`src/hw/obcd_defs.vh`:
```
// Constants for the option byte configuration decoder.
// Assumes inclusion by bare name from the design files under hw/.
`ifndef OBCD_DEFS_VH
`define OBCD_DEFS_VH

// ********************************************************************
// Non-volatile option storage
// ********************************************************************
`define OBCD_BLANK_BYTE       8'hff
`define OBCD_ERASED_BYTE      8'h00
`define OBCD_RSVD_ONES        8'hfc
`define OBCD_SEL_BYTE0        1'b0
`define OBCD_SEL_BYTE1        1'b1

// ********************************************************************
// Option byte 0 fields
// ********************************************************************
`define OBCD_B0_AMP3_BIT      1
`define OBCD_B0_PROTECT_BIT   0

// ********************************************************************
// Option byte 1 fields
// ********************************************************************
`define OBCD_B1_CFOFF_BIT     7
`define OBCD_B1_OSC_HI        6
`define OBCD_B1_OSC_LO        4
`define OBCD_B1_LVT_HI        3
`define OBCD_B1_LVT_LO        2
`define OBCD_B1_WDHALT_BIT    1
`define OBCD_B1_WDSW_BIT      0

// ********************************************************************
// Oscillator and detector codes
// ********************************************************************
`define OBCD_OSC_EXT_CLOCK    3'h7
`define OBCD_OSC_INT_RC       3'h6
`define OBCD_OSC_EXT_RC_HI2   2'h2
`define OBCD_OSC_LOW_POWER    3'h3
`define OBCD_OSC_MED_POWER    3'h2
`define OBCD_OSC_MED_SPEED    3'h1
`define OBCD_OSC_HIGH_SPEED   3'h0
`define OBCD_LVT_OFF          2'h3

// ********************************************************************
// APB register map
// ********************************************************************
`define OBCD_ADDR_W           12
`define OBCD_OFS_CTRL         12'h000
`define OBCD_OFS_STATUS       12'h004
`define OBCD_CTRL_WDEN_BIT    0
`define OBCD_CTRL_RESET       32'h0000_0000

`endif

```
`src/hw/obcd_store.v`:
```
// Two option bytes held as non-volatile flip-flops, written by the
// external programmer. Assumes the caller only asserts wr_en while in
// programming mode; init_n models the blank state of a new part.
`timescale 1ns/1ps
`default_nettype none
`include "obcd_defs.vh"

module obcd_store (
    input  wire       pclk,
    input  wire       init_n,
    input  wire       wr_en,
    input  wire       wr_sel,
    input  wire [7:0] wr_data,
    output reg  [7:0] opt_byte0,
    output reg  [7:0] opt_byte1,
    output reg        erase_pulse
);

    // Clearing the protect bit while it is set wipes both bytes.
    wire clears_protect;
    assign clears_protect = wr_en && (wr_sel == `OBCD_SEL_BYTE0)
        && opt_byte0[`OBCD_B0_PROTECT_BIT]
        && !wr_data[`OBCD_B0_PROTECT_BIT];

    // ****************************************************************
    // Storage update
    // ****************************************************************
    // Kept off the system reset on purpose: a part reset must not lose
    // its programming, only a blank init restores the shipped state.
    always @(posedge pclk or negedge init_n) begin
        if (!init_n) begin
            opt_byte0   <= `OBCD_BLANK_BYTE;
            opt_byte1   <= `OBCD_BLANK_BYTE;
            erase_pulse <= 1'b0;
        end else begin
            erase_pulse <= clears_protect;
            if (clears_protect) begin
                opt_byte0 <= `OBCD_ERASED_BYTE;
                opt_byte1 <= `OBCD_ERASED_BYTE;
            end else if (wr_en && wr_sel == `OBCD_SEL_BYTE0) begin
                // Reserved upper bits are forced high on every write.
                opt_byte0 <= wr_data | `OBCD_RSVD_ONES;
            end else if (wr_en) begin
                opt_byte1 <= wr_data;
            end
        end
    end

endmodule
`default_nettype wire

```
`src/hw/obcd_top.v`:
```
// Option byte configuration decoder with APB status and control.
// Assumes one 25 MHz clock pclk, an APB master on that clock, and an
// external programmer driving the prog_* pins asynchronously.
`timescale 1ns/1ps
`default_nettype none
`include "obcd_defs.vh"

// Contract
// - The option bytes are never visible on the processor bus; only the programmer in programming mode reads or writes them.
// - Blank option storage reads as all ones in every byte.
// - Byte 0 bit 1 enables the third amplifier when one, and reserved upper bits are set to one on each write but cleared to zero by an erase.
// - Byte 0 bit 0 at one blocks read-out, and clearing it erases all memory to zeros.
// - Byte 1 bit 7 at zero enables the clock filter and at one disables it.
// - Byte 1 bits 6 to 4 select the main oscillator from the seven documented codes.
// - Byte 1 bits 3 to 2 set the voltage detector off or to high, medium or low threshold.
// - Byte 1 bit 1 at one resets on halt entry with the watchdog running, at zero never.
// - Byte 1 bit 0 at zero forces the watchdog on, at one software must enable it.
module obcd_top (
    input  wire        pclk,
    input  wire        presetn,
    input  wire        blank_init_n,
    input  wire        psel,
    input  wire        penable,
    input  wire        pwrite,
    input  wire [11:0] paddr,
    input  wire [31:0] pwdata,
    output reg  [31:0] prdata,
    output reg         pready,
    output reg         pslverr,
    input  wire        prog_mode,
    input  wire        prog_write,
    input  wire        prog_sel,
    input  wire [7:0]  prog_wdata,
    output reg  [7:0]  prog_rdata,
    output reg         memory_erase,
    input  wire        halt_entry,
    output reg         halt_reset_req,
    output reg         third_amp_enable,
    output reg         readout_protect,
    output reg         clock_filter_off,
    output reg  [2:0]  oscillator_select,
    output reg         osc_external_clock,
    output reg         osc_internal_rc,
    output reg         osc_external_rc,
    output reg         osc_resonator,
    output reg         low_voltage_detector,
    output reg  [1:0]  low_voltage_threshold_select,
    output reg         watchdog_reset_on_halt,
    output reg         watchdog_software_mode,
    output reg         watchdog_enable,
    output reg         config_loaded
);

    // ****************************************************************
    // Programmer pin synchronisers
    // ****************************************************************
    // Every programmer pin crosses in through three stages; a bit is
    // accepted only once the second and third stages agree, so select
    // and data are never caught half way through a change.
    reg  [10:0] pin_s1;
    reg  [10:0] pin_s2;
    reg  [10:0] pin_s3;
    reg  [10:0] pin_filt;
    reg         write_seen;
    wire        prog_mode_f;
    wire        prog_write_f;
    wire        prog_sel_f;
    wire [7:0]  prog_wdata_f;
    wire        prog_write_rise;

    assign prog_mode_f     = pin_filt[10];
    assign prog_write_f    = pin_filt[9];
    assign prog_sel_f      = pin_filt[8];
    assign prog_wdata_f    = pin_filt[7:0];
    // Writes outside programming mode are dropped, so software or a
    // stray pin can never alter the options.
    assign prog_write_rise = prog_write_f && !write_seen && prog_mode_f;

    // Synchroniser and glitch filter stages.
    always @(posedge pclk or negedge presetn) begin
        if (!presetn) begin
            pin_s1     <= 11'h000;
            pin_s2     <= 11'h000;
            pin_s3     <= 11'h000;
            pin_filt   <= 11'h000;
            write_seen <= 1'b0;
        end else begin
            pin_s1     <= {prog_mode, prog_write, prog_sel, prog_wdata};
            pin_s2     <= pin_s1;
            pin_s3     <= pin_s2;
            // Per bit: agreeing stages are taken, a disagreeing bit holds.
            pin_filt   <= (pin_s2 & pin_s3) | (pin_filt & (pin_s2 | pin_s3));
            write_seen <= prog_write_f;
        end
    end

    // ****************************************************************
    // Option storage
    // ****************************************************************
    wire [7:0] opt_byte0;
    wire [7:0] opt_byte1;
    wire       erase_now;

    obcd_store u_store (
        .pclk        (pclk),
        .init_n      (blank_init_n),
        .wr_en       (prog_write_rise),
        .wr_sel      (prog_sel_f),
        .wr_data     (prog_wdata_f),
        .opt_byte0   (opt_byte0),
        .opt_byte1   (opt_byte1),
        .erase_pulse (erase_now)
    );

    // Programmer read-back and erase strobe to the program memory.
    always @(posedge pclk or negedge presetn) begin
        if (!presetn) begin
            prog_rdata   <= 8'h00;
            memory_erase <= 1'b0;
        end else begin
            memory_erase <= erase_now;
            if (!prog_mode_f) begin
                prog_rdata <= 8'h00;
            end else if (prog_sel_f == `OBCD_SEL_BYTE0) begin
                prog_rdata <= opt_byte0;
            end else begin
                prog_rdata <= opt_byte1;
            end
        end
    end

    // ****************************************************************
    // Capture of decoded settings
    // ****************************************************************
    // One capture right after reset release; later programming has no
    // effect until the next reset, which keeps the clock tree stable.
    wire [2:0] osc_code;
    assign osc_code = opt_byte1[`OBCD_B1_OSC_HI:`OBCD_B1_OSC_LO];

    always @(posedge pclk or negedge presetn) begin
        if (!presetn) begin
            config_loaded                <= 1'b0;
            third_amp_enable             <= 1'b0;
            readout_protect              <= 1'b1;
            clock_filter_off             <= 1'b1;
            oscillator_select            <= `OBCD_OSC_EXT_CLOCK;
            osc_external_clock           <= 1'b0;
            osc_internal_rc              <= 1'b0;
            osc_external_rc              <= 1'b0;
            osc_resonator                <= 1'b0;
            low_voltage_detector         <= 1'b0;
            low_voltage_threshold_select <= `OBCD_LVT_OFF;
            watchdog_reset_on_halt       <= 1'b0;
            watchdog_software_mode       <= 1'b1;
        end else if (!config_loaded) begin
            config_loaded    <= 1'b1;
            third_amp_enable <= opt_byte0[`OBCD_B0_AMP3_BIT];
            readout_protect  <= opt_byte0[`OBCD_B0_PROTECT_BIT];
            clock_filter_off <= opt_byte1[`OBCD_B1_CFOFF_BIT];
            oscillator_select  <= osc_code;
            osc_external_clock <= (osc_code == `OBCD_OSC_EXT_CLOCK);
            osc_internal_rc    <= (osc_code == `OBCD_OSC_INT_RC);
            osc_external_rc    <=
                (osc_code[2:1] == `OBCD_OSC_EXT_RC_HI2);
            osc_resonator      <= !osc_code[2];
            low_voltage_detector <=
                (opt_byte1[`OBCD_B1_LVT_HI:`OBCD_B1_LVT_LO]
                 != `OBCD_LVT_OFF);
            low_voltage_threshold_select <=
                opt_byte1[`OBCD_B1_LVT_HI:`OBCD_B1_LVT_LO];
            watchdog_reset_on_halt <= opt_byte1[`OBCD_B1_WDHALT_BIT];
            watchdog_software_mode <= opt_byte1[`OBCD_B1_WDSW_BIT];
        end
    end

    // ****************************************************************
    // APB slave
    // ****************************************************************
    // One wait state: pready is raised at the end of the first access cycle and
    // the transfer completes on the next edge. Registered outputs cost
    // a cycle but keep every bus output straight from a flip-flop.
    reg        sw_watchdog_en;
    wire       apb_done;
    wire [31:0] status_word;

    assign apb_done    = psel && penable && pready;
    // Decoded settings and status flags are visible; raw option bytes never are.
    assign status_word = {13'h0000, prog_mode_f, config_loaded,
                          watchdog_enable, watchdog_software_mode,
                          watchdog_reset_on_halt,
                          low_voltage_threshold_select,
                          low_voltage_detector, oscillator_select,
                          clock_filter_off, readout_protect,
                          third_amp_enable, 5'h00};

    // Bus handshake, decode and read data.
    always @(posedge pclk or negedge presetn) begin
        if (!presetn) begin
            pready  <= 1'b0;
            pslverr <= 1'b0;
            prdata  <= 32'h0000_0000;
        end else if (psel && penable && !pready) begin
            pready <= 1'b1;
            if (paddr == `OBCD_OFS_CTRL) begin
                pslverr <= 1'b0;
                prdata  <= pwrite ? 32'h0000_0000
                         : {31'h0000_0000, sw_watchdog_en};
            end else if (paddr == `OBCD_OFS_STATUS) begin
                pslverr <= pwrite;
                prdata  <= pwrite ? 32'h0000_0000 : status_word;
            end else begin
                pslverr <= 1'b1;
                prdata  <= 32'h0000_0000;
            end
        end else begin
            pready  <= 1'b0;
            pslverr <= 1'b0;
        end
    end

    // Software enable of the watchdog; once on it stays on to reset,
    // so a runaway program cannot switch its own supervisor off.
    always @(posedge pclk or negedge presetn) begin
        if (!presetn) begin
            sw_watchdog_en <= 1'b0;
        end else if (apb_done && pwrite && paddr == `OBCD_OFS_CTRL
                     && pwdata[`OBCD_CTRL_WDEN_BIT]) begin
            sw_watchdog_en <= 1'b1;
        end
    end

    // ****************************************************************
    // Watchdog enable and halt reset
    // ****************************************************************
    // Hardware mode forces the watchdog on from the cycle after the capture onward.
    always @(posedge pclk or negedge presetn) begin
        if (!presetn) begin
            watchdog_enable <= 1'b0;
            halt_reset_req  <= 1'b0;
        end else begin
            watchdog_enable <= config_loaded
                && (!watchdog_software_mode || sw_watchdog_en);
            halt_reset_req  <= halt_entry && watchdog_enable
                && watchdog_reset_on_halt;
        end
    end

endmodule
`default_nettype wire

```
`config.mk`:
```
export PLATFORM = sky130hd
export DESIGN_NAME = obcd_top
export DESIGN_NICKNAME = d
export VERILOG_FILES = /design/src/hw/obcd_store.v /design/src/hw/obcd_top.v
export VERILOG_INCLUDE_DIRS = /design/src /design/src/hw
export SDC_FILE = /design/constraint.sdc
export NUM_CORES = 1
export LEC_CHECK = 0
export ABC_CLOCK_PERIOD_IN_PS = 1600
export BUFFER_PORTS_ARGS = -buffer_cell sky130_fd_sc_hd__buf_2
export CAP_MARGIN = 20
export CORE_MARGIN = 2
export CORE_UTILIZATION = 49
export DETAILED_ROUTE_END_ITERATION = 8
export PLACE_DENSITY = 0.89
export SYNTH_ARGS = -nofsm -noshare
export SYNTH_HDL_FRONTEND = slang
export SYNTH_SLANG_ARGS = --single-unit
export TNS_END_PERCENT = 50
```
`constraint.sdc`:
```
create_clock -name pclk -period 1.6 [get_ports pclk]
set_input_delay 0.24 -clock pclk [delete_from_list [all_inputs] [get_ports pclk]]
set_output_delay 0.24 -clock pclk [all_outputs]
set_load 0.05 [all_outputs]
```
### Word level (Yosys, flattened, before mapping)

Cells that the tools add are included.

* input bits: 62
* flip-flop bits (word level): 124
* word-level logic and storage cells: 79
* output and inout bits: 61

* mux-type cells: 15
* eq/ne operators: 6
* reductions and logical operators: 24
* bitwise gates (word level): 5

Operators with widths (count)
* 19-bit 2-to-1 mux: 3
* 8-bit 2-to-1 mux: 7
* 11-bit bitwise AND: 2
* 11-bit OR: 2
* 1-bit logical AND: 14
* 12-bit by 3-bit == test with 1-bit output (second input constant): 1
* 12-bit logical NOT: 1
* 3-bit == test (second input constant): 2
* 1-bit logical NOT: 5
* 1-bit 2-to-1 mux: 5
* 2-bit nonzero test: 2
* 2-bit == test (second input constant): 1
* 2-bit by 1-bit != test with 1-bit output (second input constant): 1
* 2-bit != test (second input constant): 1
* 2-bit AND reduction: 1
* 1-bit logical OR: 1
* 1-bit NOT: 1

### Depth between registers and ports, before layout

* depth after elaboration: 8
* mapped depth: 4
* mapped depth without buffers: 3

### By module

A second synthesis with hierarchy kept.

* cells, all modules: 272
* area total of the unflattened synthesis: 3716.1 sq um

Modules (own cells, without submodules)
* obcd_top: cells an instance 228, sequential area each 2262.2 sq um, times used 1, area each 3190.6 sq um
* obcd_store: cells an instance 44, sequential area each 314.1 sq um, times used 1, area each 525.5 sq um

### Least setup slack after synthesis

OpenSTA, ideal clock, no wires.

* path kind: register to register
* start: register pready
* end: register prdata[0]
* path buffers: 1
* slack: 0.147 ns
* stages on the path, launching flop included: 5
* period minus slack after synthesis: 1.453 ns
* arrival: 1.343 ns
* cell sequence: dfrtp_1 -> nand3b_1 -> clkbuf_1 -> nand2_1 -> o41ai_1

* longest elaborated chain between the ends: 2

RTL lines
* start: declaration: RTL line obcd_top.v:28 `output reg pready,`
* start signal: assignment: RTL line obcd_top.v:199 `pready <= 1'b0;`
* start signal: assignment: RTL line obcd_top.v:203 `pready <= 1'b1;`
* start signal: assignment: RTL line obcd_top.v:216 `pready <= 1'b0;`
* 1-bit logical NOT: RTL line obcd_top.v:202 `end else if (psel && penable && !pready) begin`
* 1-bit logical AND: RTL line obcd_top.v:202
* end signal: assignment: RTL line obcd_top.v:206 `prdata <= pwrite ? 32'h0000_0000`
* end signal: assignment: RTL line obcd_top.v:210 `prdata <= pwrite ? 32'h0000_0000 : status_word;`
* end: declaration: RTL line obcd_top.v:27 `output reg [31:0] prdata,`

No other way between the ends.
A chain may end at the register's enable or synchronous reset.

### Worst setup path after layout

* start: register config_loaded
* end: output config_loaded

RTL lines
* start: declaration: RTL line obcd_top.v:51 `output reg config_loaded`
* start signal: assignment: RTL line obcd_top.v:142 `config_loaded <= 1'b0;`
* start signal: assignment: RTL line obcd_top.v:156 `config_loaded <= 1'b1;`

No word-level cell between the ends.

==> impl_results.md <==
- Outcome: complete, no violations
- Sequential share of the synthesized area: 0.710
- Die width: between 90 and 100 um
- H-tree depth: 3
- PD cells: between 1000 and 1500 mW/mm^2
- Synth top cells by count: 83 x dfrtp_1, 27 x nand2_1, 19 x dfstp_2, 17 x buf_4, 17 x inv_1
- Grt total ovfl: 0
- Sequential power share: 0.524
- RSZ-0062 raised after global routing: no
- Avg Inst Size Synth: about 14 um^2
- #FFs+latches synth: around 100
- MaxCap Viol Count: 0
- Arr. time, crit path: about 1200 ps
- First-pass GRT wire length: 10400 um
- Worst-path fanout max: 14
- Vias in the first global route: roughly 2100
- Clock Power Share: 0.231
- Logic pwr share: 0.245
- Async SR Flop Fraction: 1.00
- Num CTS Buffers: 9
- N_diodes: 0
- Post-synth EDFFs: 0
- Leak Pwr: around 2.1 nW
- Synth area leaders: dfrtp_1 57%, dfstp_2 14%, buf_4 3.5%
- Detailed Place HPWL: about 4300 um
- CTS Sinks: 102
- Fin crit period: 1480 ps
- Crit path buf inv count: 1
- Antenna Violating Nets Remaining: 0
- Count of different cell masters after synthesis: 39
- Period utilization: 0.924
- IO buf count: 74
- Share of the synthesized area in the top cell type: 0.572
- Critical path launch point: config_loaded$_DFF_PN0_
- Clock Latency Late Sink: around 360 ps
- Post-synth top area cell: dfrtp_1
- Synth warnings: 0
- Sw Share: 0.342
- Post-layout nets: 417
- Tot GR Track Use: 0.163
- Dpl ws: ~250 ps
- Drt first-iter violations: 62
- DR vias: 2200
- Max stage delay on crit path: about 540 ps
- Initial antenna violation count: 0
- Worst r2r src: u_store.opt_byte0[0]$_DFFE_PN1P_
- Placer Congestion: approximately 0.80
- Rows: 31
- Die Area: 0.00811 mm^2
- Root Driver: clkbuf_8
- CTS tree: built
- P&R area growth vs syn: 21.6%
- Switching power: about 0.0022 W
- Nature of the critical path endpoint: output pin
- Placed cells: 430
- Worst VDD drop: approximately 620 uV
- Setup violators final: 0
- Slowest cell on crit path: dfrtp_2
- Critical path launch point type: register
- Fin util: 0.612
- Synthesized area: around 0.0036 mm^2
- DRC: 0
- Setup Skew: 14.2 ps
- Clock transition at path regs: 90 ps
- Core Box Area: approximately 0.007 mm^2
- Int Pwr: around 0.0042 W
- Post-Layout Cell Count: approximately 460
- Fraction of layout cells with a size suffix above 1: 0.383
- Clk buf depth: 2
- Drt via density: 4.79
- Final worst slack: around 120 ps
- DR WL/cell: approximately 13 um
- Family with the most delay on the worst path: flip-flops
- Most common cell in the netlist: dfrtp_1
- Final wirelength: just under 6000 um
- Fin Hold WS: ~100 ps
- Critical-path cell list: buf_2
- Hold WC Path Type: input pin to register
- Worst setup path category: register to output pin
- I/O pins: between 100 and 150
- Initial core utilization: 0.503
- Setup TNS: 0 ps
- Pins Over Slew Limit: 0
- Synth Instances: between 200 and 300
- Max Freq: around 680 MHz
- Count of final hold-check violations: 0
- Die H: about 90 um
- HP Start: paddr[2]
- Ys flop type: dfrtp_1
- TritonRoute pass-1 iters: 4
- Largest net degree at the start of global routing: 39
- WP data required: 1360 ps
## power groups by stage
stage | Sequential (W) | Clock, W | Combinational (W)
finish | 0.00337 | 0.00148 | 0.00157
global route | 0.00344 | 0.00165 | 0.00167
CTS | 0.00337 | 0.00154 | 0.00159
detailed placement | 0.00342 | 0 | 0.00156
global placement | 0.00339 | 0 | 0.00152
floorplan | 0.00403 | 0 | 0.000529
## cell usage in the layout, fill, tap and decap left out, types with 2 or more instances in the layout
cell	instances
dlygate4sd3_1	13
nor4_4	2
conb_1	18
nand2_1	27
and2_1	3
clkbuf_8	12
a21oi_1	7
o21ai_0	5
o21a_1	2
a22o_1	7
o21ai_2	11
buf_4	4
mux2i_1	2
nor2_1	5
dfrtp_1	82
nand4_1	2
mux2_2	9
buf_12	2
buf_2	73
dfstp_2	19
maj3_1	11
clkinv_4	2
nand3b_1	2
inv_1	17
clkbuf_1	2
o21ai_1	4
## final timing paths
check                                                        end  slack [ps]  depth (start not counted)
max in group asynchronous       oscillator_select[0]$_DFFE_PN1N_         610                          3
worst min-delay path                  sw_watchdog_en$_DFFE_PN0P_         100                          2
worst max register to register  u_store.opt_byte1[0]$_DFFE_PN1P_         300                          3
worst max-delay path                               config_loaded         120                          1
worst min register to register               pin_s2[7]$_DFF_PN0_         350                          0
min in group asynchronous          u_store.erase_pulse$_DFF_PN0_         290                          2
## routing by layer
metal | routed length [um] | vias to the layer above | track usage | part of all wire
li1 | - | 1027 | - | -
met1 | 2580 | 1071 | 0.216 | 0.44
met2 | 2800 | 89 | 0.253 | 0.48
met3 | 358 | 13 | 0.0377 | 0.061
met4 | 140 | 0 | 0.0846 | 0.024
met5 | 0 | - | 0 | 0
## through the flow
step	total power, W	area [um^2]
after floorplan	0.00455	3690
after CTS	0.00650	4410
after global routing	0.00677	4410
after global placement	0.00491	4090
after detailed placement	0.00498	4090
final	0.00642	4410
## registers in the layout, indices dropped and copies added, names as in the netlist, 2 cells and up
name                          cells
pin_s1                           11
u_store.opt_byte0                 3
low_voltage_threshold_select      2
pin_s3                           11
oscillator_select                 3
pin_filt                         11
pin_s2                           11
u_store.opt_byte1                 8
prdata                           15
prog_rdata                        8
## final cells by class
cell class / instances / area (um^2)
sequential: 102 / 2580
clock buffer: 14 / 173
timing repair buffer: 92 / 566
fill: 569 / 2800
clock inverter: 2 / 17.5
inverter: 18 / 67.6
multi-input combinational: 132 / 890
tap: 99 / 124
## cell families after synthesis
family                   after synthesis  synth area share
adder cells (fa/ha/maj)               11            0.0303
AND/OR/NAND/NOR                       51            0.0793
multiplexers                          12            0.0365
flip-flops                           102             0.710
AO/OA/AOI/OAI                         40            0.0803
other                                  2           0.00207
buffers and inverters                 40            0.0620
## timing repair
item                                    4_1_cts  5_1_grt
resized for setup                             1        0
hold buffers                                 13        0
endpoints found under the setup margin        1        0
endpoints found under the hold margin        54        0
setup buffers                                 0        0
No activity file was read; power rests on OpenSTA's default activity.
